$ cat src/core/fpc_defs.vh
`ifndef FPC_DEFS_VH
`define FPC_DEFS_VH

// Host bus decode
`define FPC_FC_CPU_SPACE 3'h7
`define FPC_DEF_COPROC_ID 3'h1

// Interface register indices (coproc_interface_register)
`define FPC_IFR_RESP 4'h0
`define FPC_IFR_SAVE 4'h1
`define FPC_IFR_RESTORE 4'h2
`define FPC_IFR_CMD 4'h3
`define FPC_IFR_OPND 4'h4

// Host transfer sizes
`define FPC_SZ_BYTE 2'h0
`define FPC_SZ_WORD 2'h1
`define FPC_SZ_LONG 2'h2

// Command word fields
`define FPC_CMD_MEM_BIT 15
`define FPC_CMD_FMT_HI 14
`define FPC_CMD_FMT_LO 12

// Operand format codes
`define FPC_FMT_BYTE 3'h0
`define FPC_FMT_WORD 3'h1
`define FPC_FMT_LONG 3'h2
`define FPC_FMT_SGL 3'h3
`define FPC_FMT_DBL 3'h4
`define FPC_FMT_EXT 3'h5

// Response words
`define FPC_RSP_DONE 16'h0000
`define FPC_RSP_WAIT 16'h8000
`define FPC_RSP_FETCH 16'h4000
`define FPC_RSP_ERROR 16'h2000

// Save frame format words: version in [31:24], length in words in [5:0]
`define FPC_FRAME_VER 8'h5a
`define FPC_FRAME_RESET 32'h0000_0000
`define FPC_FRAME_AGAIN 32'h0100_0000
`define FPC_FRAME_IDLE_TAG 8'h01
`define FPC_FRAME_BUSY_TAG 8'h02
`define FPC_IDLE_WORDS 6'h07
`define FPC_BUSY_WORDS 6'h2e
`define FPC_BUSY_SAVE_CYC 8'h2e

// Floating-point layout
`define FPC_BIAS_SGL 15'h007f
`define FPC_BIAS_DBL 15'h03ff
`define FPC_BIAS_EXT 15'h3fff
`define FPC_EXP_MAX 15'h7fff

`endif

$ cat src/core/fpc_cvt.v
`timescale 1ns/1ps
`include "fpc_defs.vh"

module fpc_cvt
(
  // Raw operand, last byte received in bits 7:0
  input wire [2:0] fmt,
  input wire [95:0] raw,
  // Extended result: sign, 15-bit exponent, 64-bit mantissa
  output reg [79:0] ext
);

reg [31:0] ival;
reg [31:0] mag;
reg [5:0] msb;
reg [63:0] mant;
reg [14:0] e;
integer i;

always @*
begin
  ival = 32'h0000_0000;
  mag = 32'h0000_0000;
  msb = 6'h00;
  mant = 64'h0000_0000_0000_0000;
  e = 15'h0000;
  ext = 80'h0;
  case (fmt)
    `FPC_FMT_BYTE, `FPC_FMT_WORD, `FPC_FMT_LONG:
    begin
      if (fmt == `FPC_FMT_BYTE)
        ival = {{24{raw[7]}}, raw[7:0]};
      else if (fmt == `FPC_FMT_WORD)
        ival = {{16{raw[15]}}, raw[15:0]};
      else
        ival = raw[31:0];
      mag = ival[31] ? (~ival + 32'h0000_0001) : ival;
      for (i = 0; i < 32; i = i + 1)
        if (mag[i])
          msb = i[5:0];
      mant = {mag, 32'h0000_0000} << (6'h1f - msb);
      if (mag != 32'h0000_0000)
        ext = {ival[31], `FPC_BIAS_EXT + {9'h000, msb}, mant};
    end
    `FPC_FMT_SGL:
    begin
      e = `FPC_BIAS_EXT - `FPC_BIAS_SGL + {7'h00, raw[30:23]};
      mant = {1'b1, raw[22:0], 40'h00_0000_0000};
      if (raw[30:23] == 8'hff)
        ext = {raw[31], `FPC_EXP_MAX, mant};
      else if (raw[30:23] == 8'h00)
        ext = {raw[31], (raw[22:0] == 23'h0) ? 15'h0000 :
               e + 15'h0001, 1'b0, raw[22:0], 40'h00_0000_0000};
      else
        ext = {raw[31], e, mant};
    end
    `FPC_FMT_DBL:
    begin
      e = `FPC_BIAS_EXT - `FPC_BIAS_DBL + {4'h0, raw[62:52]};
      mant = {1'b1, raw[51:0], 11'h000};
      if (raw[62:52] == 11'h7ff)
        ext = {raw[63], `FPC_EXP_MAX, mant};
      else if (raw[62:52] == 11'h000)
        ext = {raw[63], (raw[51:0] == 52'h0) ? 15'h0000 :
               e + 15'h0001, 1'b0, raw[51:0], 11'h000};
      else
        ext = {raw[63], e, mant};
    end
    // sign, 15-bit exponent, explicit 64-bit mantissa
    // three long words, 16 pad bits dropped
    `FPC_FMT_EXT:
      ext = {raw[95], raw[94:80], raw[63:0]};
    default:
      ext = 80'h0;
  endcase
end

endmodule // fpc_cvt

$ cat src/core/fpc_port.v
`timescale 1ns/1ps
`include "fpc_defs.vh"

// Summary of operation
// - Works on 8, 16 or 32 bit host bus using plain transfers.
// - Response asks for operand transfers; host fulfils each first.
// - Response says wait while previous operands not yet handed over.
// - CPU-space code and three id lines select one of eight units.
// - Never a bus master; host performs every fetch and store.
// - Full handshake lets host and coprocessor clocks differ.
// - Context save halts an operation with over 46 cycles left, even mid-instruction.
// - Save in reset state gives one word marking an empty model.
// - Save while idle gives a short idle frame.
// - Save during calculation gives the full busy frame.
// - Nearly finished instruction completes first; idle frame is saved.
// - Restore reloads a frame and resumes suspended work.
// - Restoring the reset frame acts as a hardware reset.
// - Idle and busy frames open with a format word unique to this unit.
// - Integer operands convert to extended format before use.
// - Single and double follow IEEE layouts, 8 and 11 bit exponents.
// - Biases 127, 1023, 16383; mantissas sign-magnitude.
// - Single and double mantissas imply the leading one.
// - Extended holds 15-bit exponent, 64-bit mantissa, sign bit.
// - Extended occupies 96 bits in memory, 16 unused.
// - Single-step and trace leave instruction behaviour unchanged.

module fpc_port
(
  // Clock and reset
  input wire sys_clk,
  input wire rst_n,
  // Host bus
  input wire host_as_n,
  input wire host_ds_n,
  input wire host_rw,
  input wire [2:0] host_fc,
  input wire [2:0] host_id,
  input wire [3:0] host_reg,
  input wire [1:0] host_size,
  input wire [31:0] host_wdata,
  output reg host_dsack_n_r,
  output reg [31:0] host_rdata_r,
  // Execution unit
  input wire exec_busy,
  input wire [7:0] exec_remain,
  output reg exec_start_r,
  output reg [15:0] exec_cmd_r,
  output reg [79:0] exec_opnd_r,
  output reg exec_halt_r,
  output reg exec_resume_r,
  output reg exec_reset_r,
  // Context store of the execution unit
  input wire [31:0] ctx_rdata,
  output reg [5:0] ctx_addr_r,
  output reg ctx_wr_r,
  output reg [31:0] ctx_wdata_r
);

// ----------------------------------------
// States
// ----------------------------------------
localparam ST_IDLE = 2'b00;
localparam ST_OPND = 2'b01;
localparam ST_SAVE = 2'b10;
localparam ST_RSTR = 2'b11;

reg [1:0] state_r;
reg [15:0] resp_r;
reg [95:0] raw_r;
reg [95:0] raw_nxt;
reg [3:0] need_r;
reg [3:0] take;
reg [5:0] cnt_r;
reg live_r;
reg hand_pend_r;
reg busy_frame_r;
reg [3:0] len;
wire hit;
wire [3:0] reg_idx;
wire [79:0] cvt_ext;
wire acc;
wire [2:0] cmd_fmt;

// ----------------------------------------
// Decode and conversion
// ----------------------------------------
fpc_sel u_sel
(
  .fc(host_fc),
  .id(host_id),
  .my_id(`FPC_DEF_COPROC_ID),
  .reg_addr(host_reg),
  .hit(hit),
  .reg_idx(reg_idx)
);

fpc_cvt u_cvt
(
  .fmt(exec_cmd_r[`FPC_CMD_FMT_HI:`FPC_CMD_FMT_LO]),
  .raw(raw_r),
  .ext(cvt_ext)
);

// new cycle only after strobe release
assign acc = hit && !host_as_n && !host_ds_n && host_dsack_n_r;
assign cmd_fmt = host_wdata[`FPC_CMD_FMT_HI:`FPC_CMD_FMT_LO];

// ----------------------------------------
// Operand length and byte assembly
// ----------------------------------------
always @*
begin
  case (cmd_fmt)
    `FPC_FMT_BYTE: len = 4'h1;
    `FPC_FMT_WORD: len = 4'h2;
    `FPC_FMT_LONG: len = 4'h4;
    `FPC_FMT_SGL: len = 4'h4;
    `FPC_FMT_DBL: len = 4'h8;
    `FPC_FMT_EXT: len = 4'hc;
    default: len = 4'h4;
  endcase
end

always @*
begin
  case (host_size)
    `FPC_SZ_BYTE:
    begin
      raw_nxt = {raw_r[87:0], host_wdata[7:0]};
      take = 4'h1;
    end
    `FPC_SZ_WORD:
    begin
      raw_nxt = {raw_r[79:0], host_wdata[15:0]};
      take = 4'h2;
    end
    default:
    begin
      raw_nxt = {raw_r[63:0], host_wdata};
      take = 4'h4;
    end
  endcase
end

// ----------------------------------------
// Main sequencer
// ----------------------------------------
always @(posedge sys_clk or negedge rst_n)
begin
  if (!rst_n)
  begin
    state_r <= ST_IDLE;
    resp_r <= `FPC_RSP_DONE;
    raw_r <= 96'h0;
    need_r <= 4'h0;
    cnt_r <= 6'h00;
    live_r <= 1'b0;
    hand_pend_r <= 1'b0;
    busy_frame_r <= 1'b0;
    host_dsack_n_r <= 1'b1;
    host_rdata_r <= 32'h0000_0000;
    exec_start_r <= 1'b0;
    exec_cmd_r <= 16'h0000;
    exec_opnd_r <= 80'h0;
    exec_halt_r <= 1'b0;
    exec_resume_r <= 1'b0;
    exec_reset_r <= 1'b0;
    ctx_addr_r <= 6'h00;
    ctx_wr_r <= 1'b0;
    ctx_wdata_r <= 32'h0000_0000;
  end
  else
  begin
    exec_start_r <= 1'b0;
    exec_halt_r <= 1'b0;
    exec_resume_r <= 1'b0;
    exec_reset_r <= 1'b0;
    ctx_wr_r <= 1'b0;
    if (host_ds_n)
      host_dsack_n_r <= 1'b1;
    // hand over only; no bus mastering
    if (hand_pend_r && !exec_busy && !exec_start_r)
    begin
      exec_start_r <= 1'b1;
      exec_opnd_r <= cvt_ext;
      hand_pend_r <= 1'b0;
    end
    if (acc)
    begin
      host_dsack_n_r <= 1'b0;
      host_rdata_r <= 32'h0000_0000;
      if (!host_rw)
      begin
        case (reg_idx)
          `FPC_IFR_CMD:
          begin
            if (hand_pend_r || state_r != ST_IDLE)
              resp_r <= `FPC_RSP_WAIT;
            else
            begin
              exec_cmd_r <= host_wdata[15:0];
              live_r <= 1'b1;
              raw_r <= 96'h0;
              if (host_wdata[`FPC_CMD_MEM_BIT])
              begin
                state_r <= ST_OPND;
                need_r <= len;
                resp_r <= `FPC_RSP_FETCH | {12'h000, len};
              end
              else
              begin
                hand_pend_r <= 1'b1;
                resp_r <= `FPC_RSP_DONE;
              end
            end
          end
          `FPC_IFR_OPND:
          begin
            if (state_r == ST_OPND)
            begin
              raw_r <= raw_nxt;
              if (need_r <= take)
              begin
                need_r <= 4'h0;
                state_r <= ST_IDLE;
                hand_pend_r <= 1'b1;
                resp_r <= `FPC_RSP_DONE;
              end
              else
                need_r <= need_r - take;
            end
            else if (state_r == ST_RSTR)
            begin
              ctx_wr_r <= 1'b1;
              ctx_wdata_r <= host_wdata;
              ctx_addr_r <= cnt_r - 6'h01;
              cnt_r <= cnt_r - 6'h01;
              if (cnt_r == 6'h01)
              begin
                state_r <= ST_IDLE;
                exec_resume_r <= busy_frame_r;
              end
            end
          end
          `FPC_IFR_RESTORE:
          begin
            if (host_wdata == `FPC_FRAME_RESET)
            begin
              // restore of reset frame clears command and operand state, resets execution unit
              state_r <= ST_IDLE;
              resp_r <= `FPC_RSP_DONE;
              raw_r <= 96'h0;
              need_r <= 4'h0;
              live_r <= 1'b0;
              hand_pend_r <= 1'b0;
              exec_cmd_r <= 16'h0000;
              exec_opnd_r <= 80'h0;
              exec_reset_r <= 1'b1;
            end
            else if (host_wdata[31:24] == `FPC_FRAME_VER &&
                     (host_wdata[15:8] == `FPC_FRAME_IDLE_TAG ||
                      host_wdata[15:8] == `FPC_FRAME_BUSY_TAG))
            begin
              state_r <= ST_RSTR;
              live_r <= 1'b1;
              hand_pend_r <= 1'b0;
              busy_frame_r <= host_wdata[15:8] == `FPC_FRAME_BUSY_TAG;
              cnt_r <= host_wdata[5:0];
            end
            else
              resp_r <= `FPC_RSP_ERROR;
          end
          default:
            resp_r <= resp_r;
        endcase
      end
      else
      begin
        case (reg_idx)
          `FPC_IFR_RESP:
            host_rdata_r <= {16'h0000, resp_r};
          `FPC_IFR_SAVE:
          begin
            if (!live_r)
              host_rdata_r <= `FPC_FRAME_RESET;
            else if (exec_busy || hand_pend_r)
            begin
              if (hand_pend_r || exec_remain <= `FPC_BUSY_SAVE_CYC)
                host_rdata_r <= `FPC_FRAME_AGAIN;
              else
              begin
                exec_halt_r <= 1'b1;
                state_r <= ST_SAVE;
                cnt_r <= `FPC_BUSY_WORDS;
                ctx_addr_r <= `FPC_BUSY_WORDS - 6'h01;
                host_rdata_r <= {`FPC_FRAME_VER, 8'h00,
                  `FPC_FRAME_BUSY_TAG, 2'b00, `FPC_BUSY_WORDS};
              end
            end
            else
            begin
              state_r <= ST_SAVE;
              need_r <= 4'h0;
              cnt_r <= `FPC_IDLE_WORDS;
              ctx_addr_r <= `FPC_IDLE_WORDS - 6'h01;
              host_rdata_r <= {`FPC_FRAME_VER, 8'h00,
                `FPC_FRAME_IDLE_TAG, 2'b00, `FPC_IDLE_WORDS};
            end
          end
          `FPC_IFR_OPND:
          begin
            if (state_r == ST_SAVE)
            begin
              host_rdata_r <= ctx_rdata;
              ctx_addr_r <= ctx_addr_r - 6'h01;
              cnt_r <= cnt_r - 6'h01;
              if (cnt_r == 6'h01)
                state_r <= ST_IDLE;
            end
          end
          default:
            host_rdata_r <= 32'h0000_0000;
        endcase
      end
    end
  end
end

endmodule // fpc_port

$ cat src/core/fpc_sel.v
`timescale 1ns/1ps
`include "fpc_defs.vh"

module fpc_sel
(
  // Host address
  input wire [2:0] fc,
  input wire [2:0] id,
  input wire [2:0] my_id,
  input wire [3:0] reg_addr,
  // Decode result
  output wire hit,
  output wire [3:0] reg_idx
);

// ----------------------------------------
// CPU space and identifier decode
// ----------------------------------------
// id and space decode
assign hit = (fc == `FPC_FC_CPU_SPACE) && (id == my_id);
assign reg_idx = reg_addr;

endmodule // fpc_sel

$ cat config.mk
export PLATFORM = sky130hd
export DESIGN_NAME = fpc_port
export DESIGN_NICKNAME = d
export VERILOG_FILES = /design/src/core/fpc_cvt.v /design/src/core/fpc_port.v /design/src/core/fpc_sel.v
export VERILOG_INCLUDE_DIRS = /design/src /design/src/core
export SDC_FILE = /design/constraint.sdc
export NUM_CORES = 1
export LEC_CHECK = 0
export BUFFER_PORTS_ARGS = -buffer_cell sky130_fd_sc_hd__buf_2
export CAP_MARGIN = 20
export CORE_UTILIZATION = 50
export CTS_CLUSTER_SIZE = 28
export DETAILED_ROUTE_END_ITERATION = 6
export GPL_ROUTABILITY_DRIVEN = 0
export MAX_ROUTING_LAYER = met4
export PLACE_DENSITY = 0.7
export SLEW_MARGIN = 15
export SYNTH_ARGS = -nofsm -noshare
export SYNTH_HDL_FRONTEND = slang
export SYNTH_HIERARCHICAL = 1
export SYNTH_SLANG_ARGS = --single-unit
$ cat constraint.sdc
create_clock -name sys_clk -period 13.6 [get_ports sys_clk]
set_clock_uncertainty 0.1 [all_clocks]
set_input_delay 1.36 -clock sys_clk [delete_from_list [all_inputs] [get_ports sys_clk]]
set_output_delay 1.36 -clock sys_clk [all_outputs]
set_load 0.05 [all_outputs]
==> flow_summary.yaml <==
worst_setup_path:
  worstPathArrival_ps: 7290
  crit_path_end: "exec_opnd_r[61]$_DFF_PN0_"
  reg2reg_depth: 20
  worstPathRequired_ps: 13910
  critPathLaunch: "exec_cmd_r[12]$_DFFE_PN0P_"
  reg2reg_slack_ps: 6620
  rr_startpoint: "exec_cmd_r[12]$_DFFE_PN0P_"
  end_kind: "register"
  r2r-end: "exec_opnd_r[61]$_DFF_PN0_"
  cp_max_fo: 61
  setup.worst_path.start_class: "register"
  critPathKind: "reg2reg"
sta:
  hold_violations: 0
  fin_crit_sh_pct: 51.3
  worstMarginPinSlew_ps: 1140
  slew_viol_final: 0
  layout_setup_ws_ps: 6620
  whs_ps: 376
  relSlewSlack_pct: 23.8
  finalCriticalPeriod_ps: 6980
  max_freq_ghz: 0.143
  setup_violations: 0
  grt_setup_unrepaired: "false"
  fin_setup_tns_ps: 0
clock_network:
  clk-insertion-delay-late_ps: 560
  ctsHoldBuffers: 0
  cts_tree: "built"
  cts.path.max_buffers: 3
  clk_pin_slew_ps: 70
  cts_root_buf: "clkbuf_16"
  cts_resized: 0
  cts_made_buffers: 35
  cts_sinks: 290
  htreeDepth: 2
  post_cts_buffers: 0
route:
  drt_wl_total_um: 70400
  drc_errors: 33
  drt_iter0_drc: 2562
  num_vias: 19705
  firstDrtPassIters: 7
  postRouteAntennaNets: 0
  wire_per_inst_um: 23.3
  viasPerCell: 6.53
global_route:
  grtUsageMet3_pct: 8.06
  grt_max_degree: 193
  grt_pass1_vias: 18748
  use_met2_pct: 51.4
  grt_use_met1_pct: 42.2
  globalRoute.busiestLayer: "met2"
  gr-usage-all-layers_pct: 33.9
  antenna_found_initial: 7
  overflow: 0
  grt_first_pass_wirelength_um: 108000
power_and_ir_drop:
  p_leak_nw: 10.6
  power_per_cell_area_nw_per_um2: 87.1
  vdd_drop_max_mv: 0.0689
cells_and_area:
  syn_to_final_growth_pct: 12.6
  drive_above_1_share_pct: 22.0
  fin_nets: 2563
  finalNonFillerCells: 3019
floorplanning:
  io_pins: 262
  core_um2: 40800
  chipWidth_um: 205
  start_util_pct: 50.7
  num_rows: 74
  die_area_um2: 42200
  die_h_um: 205
hold_path:
  hp-class: "reg2reg"
synthesis:
  synth_warnings: 6
  syn-cell-area_um2: 20700
  synth_top_cells_by_count: "nor2_1, dfrtp_1, mux2i_1"
  synth_most_common_cell: "nor2_1"
  yosys.area.top_type: "dfrtp_1"
  netlist.area_leader.share_pct: 34.9
  async_reset_ff_share_pct: 100
  avgSynthCellArea_um2: 8.93
  ys_ff_latch: 290
  yosys-top-cells-area: "dfrtp_1, mux2i_1, nor2_1"
  synth_cell_types: 103
  synth_ff_type: "dfrtp_1"
  ys_seq_area_share_pct: 35.1
  netlist_instances: 2318
  synth_edf_count: 0
placed_design:
  dpl.hpwl_um: 47600
  preCtsSetupSlack_ps: 7040
  dp.cells: 2952
  io_buffers: 261
outcome:
  violations: "DRC"
  status: "complete, but fails checks"
flow_run:
  cap_violations: 0
-- sequential cells by signal, indices dropped and copies added (netlist names) --
name	cells
cnt_r	6
ctx_wdata_r	32
hand_pend_r	1
host_dsack_n_r	1
need_r	4
exec_resume_r	1
raw_r	96
exec_reset_r	1
live_r	1
resp_r	7
state_r	2
exec_halt_r	1
exec_cmd_r	16
exec_opnd_r	80
host_rdata_r	32
ctx_addr_r	6
ctx_wr_r	1
busy_frame_r	1
exec_start_r	1
-- worst min path at each step --
stage | end | startpoint | slack, ps | cells past startpoint
2_1_floorplan | busy_frame_r$_DFFE_PN0P_ | busy_frame_r$_DFFE_PN0P_ | 340 | 2
3_3_place_gp | exec_cmd_r[9]$_DFFE_PN0P_ | exec_cmd_r[9]$_DFFE_PN0P_ | 360 | 2
3_5_place_dp | host_rdata_r[0]$_DFFE_PN0P_ | host_rdata_r[0]$_DFFE_PN0P_ | 370 | 1
4_1_cts | exec_cmd_r[3]$_DFFE_PN0P_ | exec_cmd_r[3]$_DFFE_PN0P_ | 380 | 2
5_1_grt | host_rdata_r[0]$_DFFE_PN0P_ | host_rdata_r[0]$_DFFE_PN0P_ | 390 | 1
6_report | exec_cmd_r[3]$_DFFE_PN0P_ | exec_cmd_r[3]$_DFFE_PN0P_ | 380 | 2
-- critical path: stages, from the launching register on --
cell	delay (ps)
dfrtp_4	690
buf_4	740
a211oi_2	330
a21boi_2	190
buf_4	350
nand2_1	110
xnor2_1	590
nand2_1	220
a211oi_1	360
o211ai_1	190
a21oi_2	260
o21ai_2	70
buf_4	260
inv_4	380
mux2_2	420
a311oi_1	620
mux2i_1	300
a211oi_1	300
a21oi_1	80
mux2i_1	160
nor2_1	50
-- metal layers --
metal,share of wire (%),up-vias,wire length (um)
met2,46,1218,32500
met5,0,-,0
met1,39,9448,27200
met4,5.1,0,3600
li1,-,8756,-
met3,10,283,7040
-- layout by cell type, fill, tap and decap left out, types with 25 or more instances in the layout --
master	n
a21oi_1	148
a22o_1	30
and3_1	25
buf_2	258
buf_4	34
clkbuf_16	36
dfrtp_1	288
inv_1	32
mux2_2	60
mux2i_1	287
nand2_1	251
nand3_1	37
nor2_1	291
nor3_1	33
nor4_1	25
o211ai_1	27
o21ai_0	107
o31ai_2	77
-- kinds of logic (layout without fill, tap and decap cells) --
logic type | count (synthesis) | after routing | synth area share [%]
adders and majority gates | 14 | 14 | 0.882
buffers and inverters | 229 | 390 | 5.36
and+or+nand+nor | 768 | 768 | 16.9
DFF | 290 | 290 | 35.1
xor gates and xnor gates | 45 | 45 | 1.90
other | 2 | 10 | 0.0363
muxes | 352 | 352 | 17.5
AOI/OAI and AO/OA | 618 | 618 | 22.4
-- report_power, final --
part	internal, W	switching [W]
Combinational	0.0000423	0.0000977
Clock	0.000634	0.000387
Sequential	0.000865	0.00000295
Total	0.00154	0.000488
-- metrics by stage --
stage          util, %  total power, W  cell area, um^2
2_1_floorplan        -        0.000963            20700
3_3_place_gp      53.9         0.00102            22000
3_5_place_dp      53.9         0.00102            22000
4_1_cts           56.9         0.00205            23200
5_1_grt           57.1         0.00209            23300
6_report          57.1         0.00203            23300
-- layout make-up --
cell class / count / area [um^2]
Antenna cell: 7 / 17.5
Clock buffer: 45 / 965
Clock inverter: 13 / 259
Fill cell: 3650 / 17500
Inverter: 36 / 138
Multi-Input combinational cell: 1800 / 12400
Sequential cell: 290 / 7260
Tap cell: 532 / 666
Timing Repair Buffer: 296 / 1620
No activity file was read; power rests on OpenSTA's default activity.
